--- src/core/sfl_pkg.sv ---
// shared constants, types and the check-sequence step for the serial frame link
package sfl_pkg;
	localparam logic [7:0] FLAG_BYTE = 8'h7E;
	localparam logic [7:0] ONES_BYTE = 8'hFF;
	localparam logic [31:0] CRC_INIT16 = 32'h0000FFFF;
	localparam logic [31:0] CRC_INIT32 = 32'hFFFFFFFF;
	localparam logic [31:0] CRC_POLY16 = 32'h00008408;
	localparam logic [31:0] CRC_POLY32 = 32'hEDB88320;
	localparam logic [15:0] CRC_GOOD16 = 16'hF0B8;
	localparam logic [31:0] CRC_GOOD32 = 32'hDEBB20E3;
	localparam logic [3:0] STUFF_RUN = 4'h5;
	localparam logic [3:0] ABORT_RUN = 4'h8;
	localparam logic [2:0] FCS_LEFT16 = 3'h1;
	localparam logic [2:0] FCS_LEFT32 = 3'h3;
	localparam logic [2:0] MIN_BYTES16 = 3'h4;
	localparam logic [2:0] MIN_BYTES32 = 3'h6;
	localparam int ST_FCS_ERR = 0;
	localparam int ST_FRAME_ERR = 1;
	localparam int ST_ABORT = 2;
	localparam int ST_OCTET_ERR = 3;
	localparam int CLK_PERIOD_NS = 8;
	localparam int LINK_PERIOD_NS = 160;
	localparam logic [4:0] LINK_HALF = 5'(LINK_PERIOD_NS / (2 * CLK_PERIOD_NS));
	localparam logic [7:0] REG_CTRL = 8'h00;
	localparam logic [7:0] REG_TXDATA = 8'h04;
	localparam logic [7:0] REG_RXDATA = 8'h08;
	localparam logic [7:0] REG_STATUS = 8'h0C;
	localparam logic [7:0] REG_RXSTAT = 8'h10;
	localparam int CTRL_TXEN = 0;
	localparam int CTRL_RXEN = 1;
	localparam int TXD_LAST = 8;
	localparam int RXD_VALID = 8;
	localparam int RXD_FIRST = 9;
	localparam int RXD_END = 10;
	localparam int STAT_TXFULL = 0;
	localparam int STAT_RXFULL = 1;
	localparam int STAT_URUN = 2;

	typedef enum logic [1:0] {
		TX_FILL = 2'h0,
		TX_FLAG = 2'h1,
		TX_DATA = 2'h2,
		TX_FCS = 2'h3
	} sfl_tx_state_type;

	typedef enum logic [1:0] {
		RX_HUNT = 2'h0,
		RX_FRAME = 2'h1
	} sfl_rx_state_type;

	// one serial bit into the reflected check register, lsb first
	function automatic logic [31:0] crcStep(input logic [31:0] crc, input logic bitIn,
		input logic wide);
		logic [31:0] poly;
		poly = wide ? CRC_POLY32 : CRC_POLY16;
		crcStep = {1'b0, crc[31:1]} ^ ((crc[0] ^ bitIn) ? poly : 32'h00000000);
	endfunction
endpackage

--- src/core/sfl_link_if.sv ---
// byte-side link between the frame controller and its user logic
`timescale 1ns/1ps
`default_nettype none
interface sfl_link_if;
	logic txSerialClock;
	logic txEn;
	logic [7:0] txByte;
	logic txPending;
	logic txLast;
	logic txLoad;
	logic txUnderrun;
	logic rxSerialClock;
	logic rxEn;
	logic rxRoomFlag;
	logic [7:0] rxByte;
	logic rxStb;
	logic rxFirst;
	logic rxEnd;
	logic rxStat;

	modport device (
		input txSerialClock, txEn, txByte, txPending, txLast,
		output txLoad, txUnderrun,
		input rxSerialClock, rxEn, rxRoomFlag,
		output rxByte, rxStb, rxFirst, rxEnd, rxStat
	);

	modport user (
		output txSerialClock, txEn, txByte, txPending, txLast,
		input txLoad, txUnderrun,
		output rxSerialClock, rxEn, rxRoomFlag,
		input rxByte, rxStb, rxFirst, rxEnd, rxStat
	);
endinterface
`default_nettype wire

--- src/core/sfl_device.sv ---
// serial frame controller: bit-stuffed framing, check sequence, byte strobes
// Notes on behaviour
// - fill select low flags, high ones
// - user raises pending when packet ready
// - user marks last byte with request
// - byte captured on edge with request
// - request is one link-cycle pulse
// - pending low at request pulses underrun
// - transmit changes on link clock rise
// - serial output changes only on rise
// - transmit advances only while enabled
// - receive advances only while enabled
// - serial input sampled each receive rise
// - width select picks 16 or 32 bits
// - user shows room for more bytes
// - reset clears every device register at once; user-end registers clear on the next mclk edge
// - bytes then status on output bus
// - one strobe pulse per delivered byte
// - first byte carries first marker
// - last check byte carries end marker
// - status byte carries status marker
// - receive changes on link clock rise
// - complemented check value is sent
// - zero inserted after five ones
// - zero after five ones is dropped
// - underrun aborts with eight ones
//
// Our own choices: the address map and register access over AHB-Lite.
`timescale 1ns/1ps
`default_nettype none
module sfl_device (
	input wire logic mclk,
	input wire logic rst_n,
	sfl_link_if.device lnk,
	input wire logic fillSelect,
	input wire logic checkWidthSelect,
	input wire logic rxLine,
	output logic txLine
);
	typedef struct packed {
		logic [2:0] txClkSync;
		logic [2:0] rxClkSync;
		logic [1:0] rxLineSync;
		sfl_pkg::sfl_tx_state_type txState;
		logic txAbort;
		logic [7:0] txShift;
		logic [2:0] txBitCnt;
		logic [3:0] txOnes;
		logic txStuff;
		logic txLastCap;
		logic [2:0] txFcsLeft;
		logic [31:0] txCrc;
		logic txLine;
		logic txLoad;
		logic txUnderrun;
		sfl_pkg::sfl_rx_state_type rxState;
		logic [7:0] rxWin;
		logic [3:0] rxOnes;
		logic [7:0] rxShift;
		logic [2:0] rxBitCnt;
		logic [31:0] rxCrc;
		logic [7:0] rxHold;
		logic rxHoldValid;
		logic [31:0] rxHoldCrc;
		logic [2:0] rxCount;
		logic rxFirstPend;
		logic rxStatPend;
		logic [7:0] rxStatByte;
		logic [7:0] rxByte;
		logic rxStb;
		logic rxFirst;
		logic rxEnd;
		logic rxStat;
	} sfl_dev_state_type;

	sfl_dev_state_type s_r;
	sfl_dev_state_type s_nxt;

	always_comb begin
		logic [7:0] cur;
		logic bitIn;
		logic [3:0] onesNew;
		logic [7:0] stat;
		logic [7:0] fillByte;
		logic txStep;
		logic rxStep;
		cur = 8'h00;
		bitIn = 1'b0;
		onesNew = 4'h0;
		stat = 8'h00;
		s_nxt = s_r;
		fillByte = fillSelect ? sfl_pkg::ONES_BYTE : sfl_pkg::FLAG_BYTE;
		s_nxt.txClkSync = {s_r.txClkSync[1:0], lnk.txSerialClock};
		s_nxt.rxClkSync = {s_r.rxClkSync[1:0], lnk.rxSerialClock};
		s_nxt.rxLineSync = {s_r.rxLineSync[0], rxLine};
		txStep = s_r.txClkSync[1] & ~s_r.txClkSync[2] & lnk.txEn;
		rxStep = s_r.rxClkSync[1] & ~s_r.rxClkSync[2] & lnk.rxEn;

		if (txStep) begin
			s_nxt.txLoad = 1'b0;
			s_nxt.txUnderrun = 1'b0;
			cur = s_r.txLoad ? lnk.txByte : s_r.txShift;
			if (s_r.txLoad) begin
				s_nxt.txLastCap = lnk.txLast;
				if (!lnk.txPending) begin
					s_nxt.txUnderrun = 1'b1;
					s_nxt.txAbort = 1'b1;
					s_nxt.txState = sfl_pkg::TX_FILL;
					cur = sfl_pkg::ONES_BYTE;
				end
			end
			if (s_r.txStuff && !s_nxt.txAbort) begin
				s_nxt.txLine = 1'b0;
				s_nxt.txStuff = 1'b0;
				s_nxt.txOnes = 4'h0;
				s_nxt.txShift = cur;
			end else begin
				bitIn = cur[0];
				s_nxt.txLine = bitIn;
				s_nxt.txStuff = 1'b0;
				s_nxt.txShift = {1'b0, cur[7:1]};
				s_nxt.txBitCnt = s_r.txBitCnt + 3'h1;
				if (s_nxt.txState == sfl_pkg::TX_DATA) begin
					s_nxt.txCrc = sfl_pkg::crcStep(s_r.txCrc, bitIn, checkWidthSelect);
				end
				if (s_nxt.txState == sfl_pkg::TX_DATA || s_nxt.txState == sfl_pkg::TX_FCS) begin
					s_nxt.txOnes = bitIn ? s_r.txOnes + 4'h1 : 4'h0;
					s_nxt.txStuff = (s_nxt.txOnes == sfl_pkg::STUFF_RUN);
				end
				if (s_r.txBitCnt == 3'h7) begin
					s_nxt.txAbort = 1'b0;
					case (s_nxt.txState)
						sfl_pkg::TX_FILL: begin
							s_nxt.txShift = lnk.txPending ? sfl_pkg::FLAG_BYTE : fillByte;
							s_nxt.txState = lnk.txPending ? sfl_pkg::TX_FLAG : sfl_pkg::TX_FILL;
						end
						sfl_pkg::TX_FLAG: begin
							if (lnk.txPending) begin
								s_nxt.txLoad = 1'b1;
								s_nxt.txState = sfl_pkg::TX_DATA;
								s_nxt.txOnes = 4'h0;
								s_nxt.txCrc = checkWidthSelect ? sfl_pkg::CRC_INIT32 :
									sfl_pkg::CRC_INIT16;
							end else begin
								s_nxt.txShift = fillByte;
								s_nxt.txState = sfl_pkg::TX_FILL;
							end
						end
						sfl_pkg::TX_DATA: begin
							if (s_r.txLastCap) begin
								s_nxt.txShift = ~s_nxt.txCrc[7:0];
								s_nxt.txCrc = {8'h00, ~s_nxt.txCrc[31:8]};
								s_nxt.txFcsLeft = checkWidthSelect ? sfl_pkg::FCS_LEFT32 :
									sfl_pkg::FCS_LEFT16;
								s_nxt.txState = sfl_pkg::TX_FCS;
							end else begin
								s_nxt.txLoad = 1'b1;
							end
						end
						default: begin
							if (s_r.txFcsLeft == 3'h0) begin
								s_nxt.txShift = sfl_pkg::FLAG_BYTE;
								s_nxt.txState = sfl_pkg::TX_FLAG;
							end else begin
								s_nxt.txShift = s_r.txCrc[7:0];
								s_nxt.txCrc = {8'h00, s_r.txCrc[31:8]};
								s_nxt.txFcsLeft = s_r.txFcsLeft - 3'h1;
							end
						end
					endcase
				end
			end
		end

		if (rxStep) begin
			s_nxt.rxStb = 1'b0;
			s_nxt.rxFirst = 1'b0;
			s_nxt.rxEnd = 1'b0;
			s_nxt.rxStat = 1'b0;
			// one line sample per receive step
			bitIn = s_r.rxLineSync[1];
			s_nxt.rxWin = {bitIn, s_r.rxWin[7:1]};
			onesNew = !bitIn ? 4'h0 :
				(s_r.rxOnes == sfl_pkg::ABORT_RUN) ? s_r.rxOnes : s_r.rxOnes + 4'h1;
			s_nxt.rxOnes = onesNew;
			if (s_r.rxStatPend) begin
				s_nxt.rxByte = s_r.rxStatByte;
				s_nxt.rxStb = 1'b1;
				s_nxt.rxStat = 1'b1;
				s_nxt.rxStatPend = 1'b0;
			end
			if (s_nxt.rxWin == sfl_pkg::FLAG_BYTE) begin
				if (s_r.rxState == sfl_pkg::RX_FRAME && s_r.rxHoldValid) begin
					stat[sfl_pkg::ST_FCS_ERR] = checkWidthSelect ?
						(s_r.rxHoldCrc != sfl_pkg::CRC_GOOD32) :
						(s_r.rxHoldCrc[15:0] != sfl_pkg::CRC_GOOD16);
					stat[sfl_pkg::ST_OCTET_ERR] = (s_r.rxBitCnt != 3'h7);
					stat[sfl_pkg::ST_FRAME_ERR] = stat[sfl_pkg::ST_OCTET_ERR] ||
						(s_r.rxCount < (checkWidthSelect ? sfl_pkg::MIN_BYTES32 :
						sfl_pkg::MIN_BYTES16));
					if (lnk.rxRoomFlag) begin
						// last check byte with end marker
						s_nxt.rxByte = s_r.rxHold;
						s_nxt.rxStb = 1'b1;
						s_nxt.rxEnd = 1'b1;
						s_nxt.rxFirst = s_r.rxFirstPend;
					end
					s_nxt.rxStatByte = stat;
					s_nxt.rxStatPend = 1'b1;
				end
				s_nxt.rxState = sfl_pkg::RX_FRAME;
				s_nxt.rxBitCnt = 3'h0;
				s_nxt.rxCount = 3'h0;
				s_nxt.rxHoldValid = 1'b0;
				s_nxt.rxFirstPend = 1'b1;
				s_nxt.rxCrc = checkWidthSelect ? sfl_pkg::CRC_INIT32 : sfl_pkg::CRC_INIT16;
			end else if (s_r.rxState == sfl_pkg::RX_FRAME) begin
				if (onesNew == sfl_pkg::ABORT_RUN) begin
					// idle ones after a closed frame end silently
					if (s_r.rxCount != 3'h0) begin
						stat[sfl_pkg::ST_ABORT] = 1'b1;
						s_nxt.rxStatByte = stat;
						s_nxt.rxStatPend = 1'b1;
					end
					s_nxt.rxState = sfl_pkg::RX_HUNT;
				end else if (!(s_r.rxOnes == sfl_pkg::STUFF_RUN && !bitIn)) begin
					s_nxt.rxShift = {bitIn, s_r.rxShift[7:1]};
					s_nxt.rxCrc = sfl_pkg::crcStep(s_r.rxCrc, bitIn, checkWidthSelect);
					s_nxt.rxBitCnt = s_r.rxBitCnt + 3'h1;
					if (s_r.rxBitCnt == 3'h7) begin
						// one byte held back so the end marker can ride the last one
						if (s_r.rxHoldValid && lnk.rxRoomFlag) begin
							s_nxt.rxByte = s_r.rxHold;
							s_nxt.rxStb = 1'b1;
							s_nxt.rxFirst = s_r.rxFirstPend;
							s_nxt.rxFirstPend = 1'b0;
						end
						s_nxt.rxHold = s_nxt.rxShift;
						s_nxt.rxHoldValid = 1'b1;
						s_nxt.rxHoldCrc = s_nxt.rxCrc;
						s_nxt.rxCount = s_r.rxCount + {2'h0, (s_r.rxCount != 3'h7)};
					end
				end
			end
		end
	end

	// reset acts without waiting for a clock edge
	always_ff @(posedge mclk or negedge rst_n) begin
		if (!rst_n) begin
			s_r <= '0;
		end else begin
			s_r <= s_nxt;
		end
	end

	assign txLine = s_r.txLine;
	assign lnk.txLoad = s_r.txLoad;
	assign lnk.txUnderrun = s_r.txUnderrun;
	assign lnk.rxByte = s_r.rxByte;
	assign lnk.rxStb = s_r.rxStb;
	assign lnk.rxFirst = s_r.rxFirst;
	assign lnk.rxEnd = s_r.rxEnd;
	assign lnk.rxStat = s_r.rxStat;
endmodule
`default_nettype wire

--- src/flat_wrapper.sv ---
// flat-port wrapper written by rule: the top's interface ports become plain ports
module sfl_device_flat 
  (mclk, rst_n, fillSelect, checkWidthSelect, rxLine, txLine, lnk_txSerialClock, lnk_txEn, lnk_txByte, lnk_txPending, lnk_txLast, lnk_txLoad, lnk_txUnderrun, lnk_rxSerialClock, lnk_rxEn, lnk_rxRoomFlag, lnk_rxByte, lnk_rxStb, lnk_rxFirst, lnk_rxEnd, lnk_rxStat);
  sfl_link_if lnk_i ();
  input wire logic mclk;
  input wire logic rst_n;
  input wire logic fillSelect;
  input wire logic checkWidthSelect;
  input wire logic rxLine;
  output logic txLine;
  input wire logic [$bits(lnk_i.txSerialClock)-1:0] lnk_txSerialClock;
  input wire logic [$bits(lnk_i.txEn)-1:0] lnk_txEn;
  input wire logic [$bits(lnk_i.txByte)-1:0] lnk_txByte;
  input wire logic [$bits(lnk_i.txPending)-1:0] lnk_txPending;
  input wire logic [$bits(lnk_i.txLast)-1:0] lnk_txLast;
  output wire logic [$bits(lnk_i.txLoad)-1:0] lnk_txLoad;
  output wire logic [$bits(lnk_i.txUnderrun)-1:0] lnk_txUnderrun;
  input wire logic [$bits(lnk_i.rxSerialClock)-1:0] lnk_rxSerialClock;
  input wire logic [$bits(lnk_i.rxEn)-1:0] lnk_rxEn;
  input wire logic [$bits(lnk_i.rxRoomFlag)-1:0] lnk_rxRoomFlag;
  output wire logic [$bits(lnk_i.rxByte)-1:0] lnk_rxByte;
  output wire logic [$bits(lnk_i.rxStb)-1:0] lnk_rxStb;
  output wire logic [$bits(lnk_i.rxFirst)-1:0] lnk_rxFirst;
  output wire logic [$bits(lnk_i.rxEnd)-1:0] lnk_rxEnd;
  output wire logic [$bits(lnk_i.rxStat)-1:0] lnk_rxStat;
  assign lnk_i.txSerialClock = lnk_txSerialClock;
  assign lnk_i.txEn = lnk_txEn;
  assign lnk_i.txByte = lnk_txByte;
  assign lnk_i.txPending = lnk_txPending;
  assign lnk_i.txLast = lnk_txLast;
  assign lnk_txLoad = lnk_i.txLoad;
  assign lnk_txUnderrun = lnk_i.txUnderrun;
  assign lnk_i.rxSerialClock = lnk_rxSerialClock;
  assign lnk_i.rxEn = lnk_rxEn;
  assign lnk_i.rxRoomFlag = lnk_rxRoomFlag;
  assign lnk_rxByte = lnk_i.rxByte;
  assign lnk_rxStb = lnk_i.rxStb;
  assign lnk_rxFirst = lnk_i.rxFirst;
  assign lnk_rxEnd = lnk_i.rxEnd;
  assign lnk_rxStat = lnk_i.rxStat;
  sfl_device u_core (.mclk(mclk), .rst_n(rst_n), .lnk(lnk_i), .fillSelect(fillSelect), .checkWidthSelect(checkWidthSelect), .rxLine(rxLine), .txLine(txLine));
endmodule
--- config.mk ---
export PLATFORM = sky130hd
export DESIGN_NAME = sfl_device_flat
export DESIGN_NICKNAME = d
export VERILOG_FILES = /design/src/core/sfl_pkg.sv /design/src/core/sfl_link_if.sv /design/src/core/sfl_device.sv /design/src/flat_wrapper.sv
export SDC_FILE = /design/constraint.sdc
export NUM_CORES = 1
export LEC_CHECK = 0
export BUFFER_PORTS_ARGS = -buffer_cell sky130_fd_sc_hd__buf_4
export CAP_MARGIN = 10
export CORE_MARGIN = 2
export CORE_UTILIZATION = 55
export CTS_CLUSTER_SIZE = 8
export DETAILED_ROUTE_END_ITERATION = 12
export GPL_TIMING_DRIVEN = 1
export HOLD_SLACK_MARGIN = 0.03
export PLACE_DENSITY = 0.77
export SYNTH_ARGS = -nofsm -noshare
export SYNTH_HDL_FRONTEND = slang
export SYNTH_SLANG_ARGS = --single-unit
--- constraint.sdc ---
create_clock -name mclk -period 6.36 [get_ports mclk]
set_clock_uncertainty 0.05 [all_clocks]
set_input_delay 0.318 -clock mclk [delete_from_list [all_inputs] [get_ports mclk]]
set_output_delay 0.318 -clock mclk [all_outputs]
set_load 0.01 [all_outputs]
==> metrics.csv, run 1 <==
metric;value;unit
finalHoldViolations;0;
io_pins;35;
drive_above_1_share;10.04;%
fin_cells;1251;
async_reset_ff_share;100.0;%
clock-root-buffer;clkbuf_16;
grt_max_degree;116;
antenna_left;0;
rows;48;
synth_xor_area_share;3.336;%
p_per_area;300.4;nW/um2
fill_cells;1419;
ys_types;78;
cts_made_buffers;17;
peakVddDrop;0.2160;mV
drt_wl_total;22.69;mm
yosysWarnings;0;
die_h;136.4;um
max-slew-margin-rel;24.11;%
synth.area.mux_share;3.453;%
clockBufferDepth;2;
worst_ep_required_time;6.68;ns
routedWlPerCell;18.14;um
utilization;61.06;%
first_global_vias;7467;
worst_setup_path_end_kind;register;
run_status;complete, no violations;
startpoint_type;register;
fin_crit_sh;54.30;%
grt_pass1_wl;37.36;mm
max_freq;0.2896;GHz
criticalPathCategory;register to register;
hold_class;primary input to register;
worstMarginPinSlew;1.130;ns
drc_errors;0;
antenna_found_initial;0;
cap_violations;0;
clk_pin_slew;0.06;ns
dpl.hpwl;14.53;mm
grtUsageTotal;25.19;%
dp.cells;1215;
yosys-top-cells-area;dfrtp_1, nand2_1, o21ai_0;
coreArea;17240;um2
synth_top_area_share;47.25;%
clkSinkCount;182;
place.gp.congestion;0.9179;
antenna_cells;0;
final_common_cell;dfrtp_1;
tritoncts;done;
nets;1047;
synth_edf_count;0;
rsz0062_at_grt;no;
tns;0;ns
start_util;55.92;%
synth_fp_nets;1057;
vias_per_cell;6.287;
setup_viol;0;
netlist.top_cell.by_area;dfrtp_1;
syn_avg_cell_area;9.423;um2
dieArea;18600;um2
vias;7865;
netlist_area;9639;um2
leakagePower;0.004638;uW
crit_fanout;46;
clkLatencyLatePin;0.44;ns
layout_common_cells;dfrtp_1, nand2_1, o21ai_0;
gr-total-overflow;0;
arrival;3.78;ns
syn_to_final_growth;9.177;%
portBuffers;34;
ys.flop_type;dfrtp_1;
synth_compound_area_share;23.18;%
ys_seq_area_share;47.25;%
ys_ff_latch;182;
synthSimpleGateAreaFrac;16.02;%
min_period;3.453;ns
first_iter_violations;763;
synth_top_family_by_area;compound AO/OA/AOI/OAI gates;
htree_levels;4;
slew_viol_final;0;
die_w;136.4;um
drt_first_pass_iters;9;
netlist_instances;1023;
synthAdderAreaFrac;1.817;%
[cells in the mapped netlist (all sizes together), types with 7 or more instances]
library cell  count
nand3            18
o221ai           19
buf              42
inv              20
a31oi            18
nand2           161
nor2             76
mux2             26
dfrtp           182
o22a             31
xnor2            14
o22ai            10
o21ai            92
nand2b            8
nand4            10
a22oi            14
nor4              9
or3               7
clkbuf           36
a211oi           10
a2bb2oi          12
nor3             11
a21oi            65
xor2             21
ha               14
[report_power, final]
part           internal, uW  switching (uW)
Clock                   608             468
Combinational           269             417
Sequential             1270             131
Total                  2150            1020
[state kept, by name, summed over array words and instances, names as in the netlist]
signal,count
u_core.txLine,1
u_core.lnk.rxByte,8
u_core.lnk.txUnderrun,1
u_core.lnk.rxFirst,1
u_core.lnk.rxStat,1
u_core.s_nxt,5
u_core.s_r,162
u_core.lnk.rxEnd,1
u_core.lnk.rxStb,1
u_core.lnk.txLoad,1
[cell families after synthesis]
group | after synthesis
adders and majority gates | 14
DFF | 182
xor gates and xnor gates | 35
buffers and inverters | 98
muxes | 30
AOI/OAI and AO/OA | 328
and+or+nand+nor | 336
[metal layers]
| layer | vias up | track usage, % | wire length, um |
|---|---|---|---|
| li1 | 3687 | - | - |
| met1 | 3852 | 32.77 | 9726 |
| met2 | 268 | 42.07 | 11230 |
| met3 | 58 | 4.400 | 1127 |
| met4 | 0 | 9.780 | 605 |
| met5 | - | 0 | 0 |
[worst max-delay path, cell delays in order (launching register included)]
cell	delay, ns
dfrtp_1	0.56
nand2b_1	0.24
nand2_1	0.14
inv_1	0.12
ha_1	0.15
buf_4	0.42
nor2b_1	0.50
nor2_1	0.13
o21ai_0	0.45
o221ai_1	0.21
a31oi_1	0.24
o22a_1	0.17
[stage by stage]
stage | instance area, um2 | hold slack, ns | power (uW) | setup slack (ns)
detailed placement | 9881 | 0.2918 | 2089 | 2.993
global placement | 9881 | 0.2818 | 2069 | 3.159
floorplan | 9639 | -0.02759 | 1901 | 3.824
CTS | 10520 | 0.06963 | 3163 | 2.977
finish | 10520 | 0.07566 | 3161 | 2.907
global route | 10520 | 0.07740 | 3307 | 2.629
[timing repair]
| item | in CTS | in global routing |
|---|---|---|
| setup endpoints to repair | 0 | 0 |
| hold endpoints to repair | 100 | 0 |
| hold buffers | 4 | 0 |
| setup buffers | 0 | 0 |
| gates resized for setup | 0 | 0 |
[final cells by class]
| cell class | instances | area (um2) | share of cell area [%] |
|---|---|---|---|
| Inverter | 20 | 75.07 | 0.7134 |
| Tap cell | 225 | 281.5 | 2.675 |
| Clock buffer | 21 | 460.4 | 4.375 |
| Sequential cell | 182 | 4554 | 43.28 |
| Clock inverter | 11 | 142.6 | 1.355 |
| Multi-Input combinational cell | 743 | 4626 | 43.95 |
| Timing Repair Buffer | 49 | 384.1 | 3.650 |
[path summary, 6_finish.rpt]
| check | from | end | slack, ns | depth (start not counted) |
|---|---|---|---|---|
| worst max register to register | u_core.lnk.txLoad | u_core.s_r[174] | 2.91 | 11 |
| worst min-delay path | lnk_txLast | u_core.s_r[161] | 0.08 | 2 |
| max in group asynchronous | rst_n | u_core.s_r[105] | 4.32 | 3 |
| worst min register to register | u_core.s_nxt[184] | u_core.s_nxt[185] | 0.30 | 0 |
| min in group asynchronous | rst_n | u_core.s_r[127] | 0.45 | 2 |
| worst max-delay path | u_core.lnk.txLoad | u_core.s_r[174] | 2.91 | 11 |
Power figures use the tool's default switching activity.
==> run 2: changes to the inputs <==
==> constraint.sdc (replaced) <==
create_clock -name mclk -period 3.62 [get_ports mclk]
set_clock_uncertainty 0.05 [all_clocks]
set_input_delay 0.181 -clock mclk [delete_from_list [all_inputs] [get_ports mclk]]
set_output_delay 0.181 -clock mclk [all_outputs]
set_load 0.01 [all_outputs]
==> run 2 against run 1 <==
  * Die area stayed put
  * Maximum frequency rose by 26%
  * Largest cell class unchanged
  * Design area increased by 0.42%
  * Via count is 0.95% higher
  * First-iteration DRC count is 1.6% higher
  * Count of clock-buffer cells in the layout did not move
  * Sequential power grew 75%
  * Combinational power grew 78%
  * Worst hold slack gained 0.027 ns
  * Critical endpoint is now u_core.s_r[175]
  * Register-to-register slack worse by 2.0 ns
==> metrics.csv, run 2 (synthesis gave the netlist of run 1 again) <==
metric;value;unit;change
max-slew-margin-rel;24.51;%;was 24.11%
final_common_cell;dfrtp_1;;unchanged
leakagePower;0.004677;uW;was 0.004638 uW
rrSetupSlack;0.89;ns;was 2.91 ns
io_pins;35;;unchanged
cap_violations;0;;unchanged
place.gp.congestion;0.8817;;was 0.9179
drive_above_1_share;10.71;%;was 10.04%
fill_cells;1404;;was 1419
routedWlPerCell;18.17;um;was 18.14 um
antenna_left;0;;unchanged
fin_cells;1261;;was 1251
run_status;complete, no violations;;unchanged
antenna_cells;0;;unchanged
dp.cells;1223;;was 1215
worst_ep_required_time;3.87;ns;was 6.68 ns
dieArea;18600;um2;unchanged
htree_levels;4;;unchanged
drt_wl_total;22.92;mm;was 22.69 mm
die_w;136.4;um;unchanged
criticalPathCategory;register to register;;unchanged
p_sw_share;32.99;%;was 32.12%
reg2reg_depth;7;;was 11
hold_end;u_core.s_r[177];;was u_core.s_r[161]
antenna_found_initial;0;;unchanged
clock-root-buffer;clkbuf_16;;unchanged
fin_crit_sh;75.50;%;was 54.30%
first_global_vias;7670;;was 7467
p_switching;1793;uW;was 1015 uW
dpl.hpwl;14.93;mm;was 14.53 mm
post-place-ws;0.9155;ns;was 2.993 ns
layout_common_cells;dfrtp_1, nand2_1, o21ai_0;;unchanged
setup_viol;0;;unchanged
combPwrFrac;22.4;%;was 21.7%
finalHoldViolations;0;;unchanged
drc_errors;0;;unchanged
min_period;2.733;ns;was 3.453 ns
drt_first_pass_iters;5;;was 9
largest-register;u_core.s_r;;unchanged
p_total;5434;uW;was 3161 uW
peakVddDrop;0.3706;mV;was 0.2160 mV
max_freq;0.3659;GHz;was 0.2896 GHz
cts_made_buffers;17;;unchanged
gr-total-overflow;0;;unchanged
clockBufferDepth;2;;unchanged
portBuffers;34;;unchanged
worstReg2RegEnd;u_core.s_r[175];;was u_core.s_r[174]
post_cts_buffers;0;;unchanged
worstMarginPinSlew;1.124;ns;was 1.130 ns
rows;48;;unchanged
largest_reg_flops;162;;unchanged
cts_resized;0;;unchanged
ctsHoldBuffers;6;;was 4
tns;0;ns;unchanged
intPower;3641;uW;was 2146 uW
timing.final.ws_setup;0.8870;ns;was 2.907 ns
crit_fanout;16;;was 46
grt_max_degree;119;;was 116
rsz0062_at_grt;no;;unchanged
p_per_area;514.2;nW/um2;was 300.4 nW/um2
startpoint_type;register;;unchanged
die_h;136.4;um;unchanged
grt_pass1_wl;37.96;mm;was 37.36 mm
arrival;2.98;ns;was 3.78 ns
tritoncts;done;;unchanged
clockPowerShare;32.4;%;was 34.0%
slew_viol_final;0;;unchanged
grtUsageTotal;25.56;%;was 25.19%
hold_class;primary input to register;;unchanged
clkLatencyLatePin;0.43;ns;was 0.44 ns
clk_pin_slew;0.07;ns;was 0.06 ns
start_util;55.92;%;unchanged
p_seq_share;45.2;%;was 44.3%
worst_setup_path_end_kind;register;;unchanged
vias;7940;;was 7865
worstHoldStart;lnk_txByte[7];;was lnk_txLast
coreArea;17240;um2;unchanged
syn_to_final_growth;9.631;%;was 9.177%
nets;1057;;was 1047
vias_per_cell;6.297;;was 6.287
first_iter_violations;775;;was 763
reg2reg_from;u_core.lnk.txLoad;;unchanged
holdPathStages;4;;was 2
clkSinkCount;182;;unchanged
[run 2: final cells by class]
class                           instances  area (um2)  area share (%)
Multi-Input combinational cell        743        4626           43.77
Sequential cell                       182        4554           43.10
Timing Repair Buffer                   59       476.7           4.511
Clock buffer                           21       460.4           4.357
Tap cell                              225       281.5           2.664
Clock inverter                         11       93.84          0.8880
Inverter                               20       75.07          0.7104
[run 2: routing by layer]
| layer | wire [um] | vias to the layer above | GRT usage [%] |
|---|---|---|---|
| met3 | 1256 | 67 | 4.884 |
| met1 | 10040 | 3870 | 33.85 |
| li1 | - | 3705 | - |
| met4 | 670 | 0 | 10.36 |
| met2 | 10950 | 298 | 41.43 |
| met5 | 0 | - | 0 |
[run 2: critical path, cell delays in order, from the launching register on]
cell and delay [ns]:
dfrtp_1 0.38, buf_4 0.19, and3b_1 0.22, o21ai_1 0.28, a21bo_1 0.75, xor2_1 0.22
a2111oi_2 0.42, a211oi_1 0.07
[run 2: worst max path at each step]
stage,start,endpoint,cells past startpoint
after floorplan,u_core.lnk.txLoad,u_core.s_r[180],11
after global placement,u_core.lnk.txLoad,u_core.s_r[175],7
after detailed placement,u_core.lnk.txLoad,u_core.s_r[175],7
after CTS,u_core.lnk.txLoad,u_core.s_r[175],7
after global routing,u_core.lnk.txLoad,u_core.s_r[171],10
final,u_core.lnk.txLoad,u_core.s_r[175],7
[run 2: metrics by stage]
| stage | hold slack (ns) | util, % | cell area, um2 |
|---|---|---|---|
| global placement | 0.2406 | 57.75 | 9953 |
| floorplan | -0.1646 | - | 9639 |
| detailed placement | 0.2441 | 57.75 | 9953 |
| global route | 0.1142 | 61.31 | 10570 |
| finish | 0.1023 | 61.31 | 10570 |
| CTS | 0.08878 | 61.31 | 10570 |
[run 2: power by group through the flow]
stage	combinational [uW]	clock [uW]	sequential, uW
2_1_floorplan	931	0	2410
3_3_place_gp	1160	0	2480
3_5_place_dp	1190	0	2480
4_1_cts	1200	1780	2440
5_1_grt	1360	1870	2480
6_report	1220	1760	2450
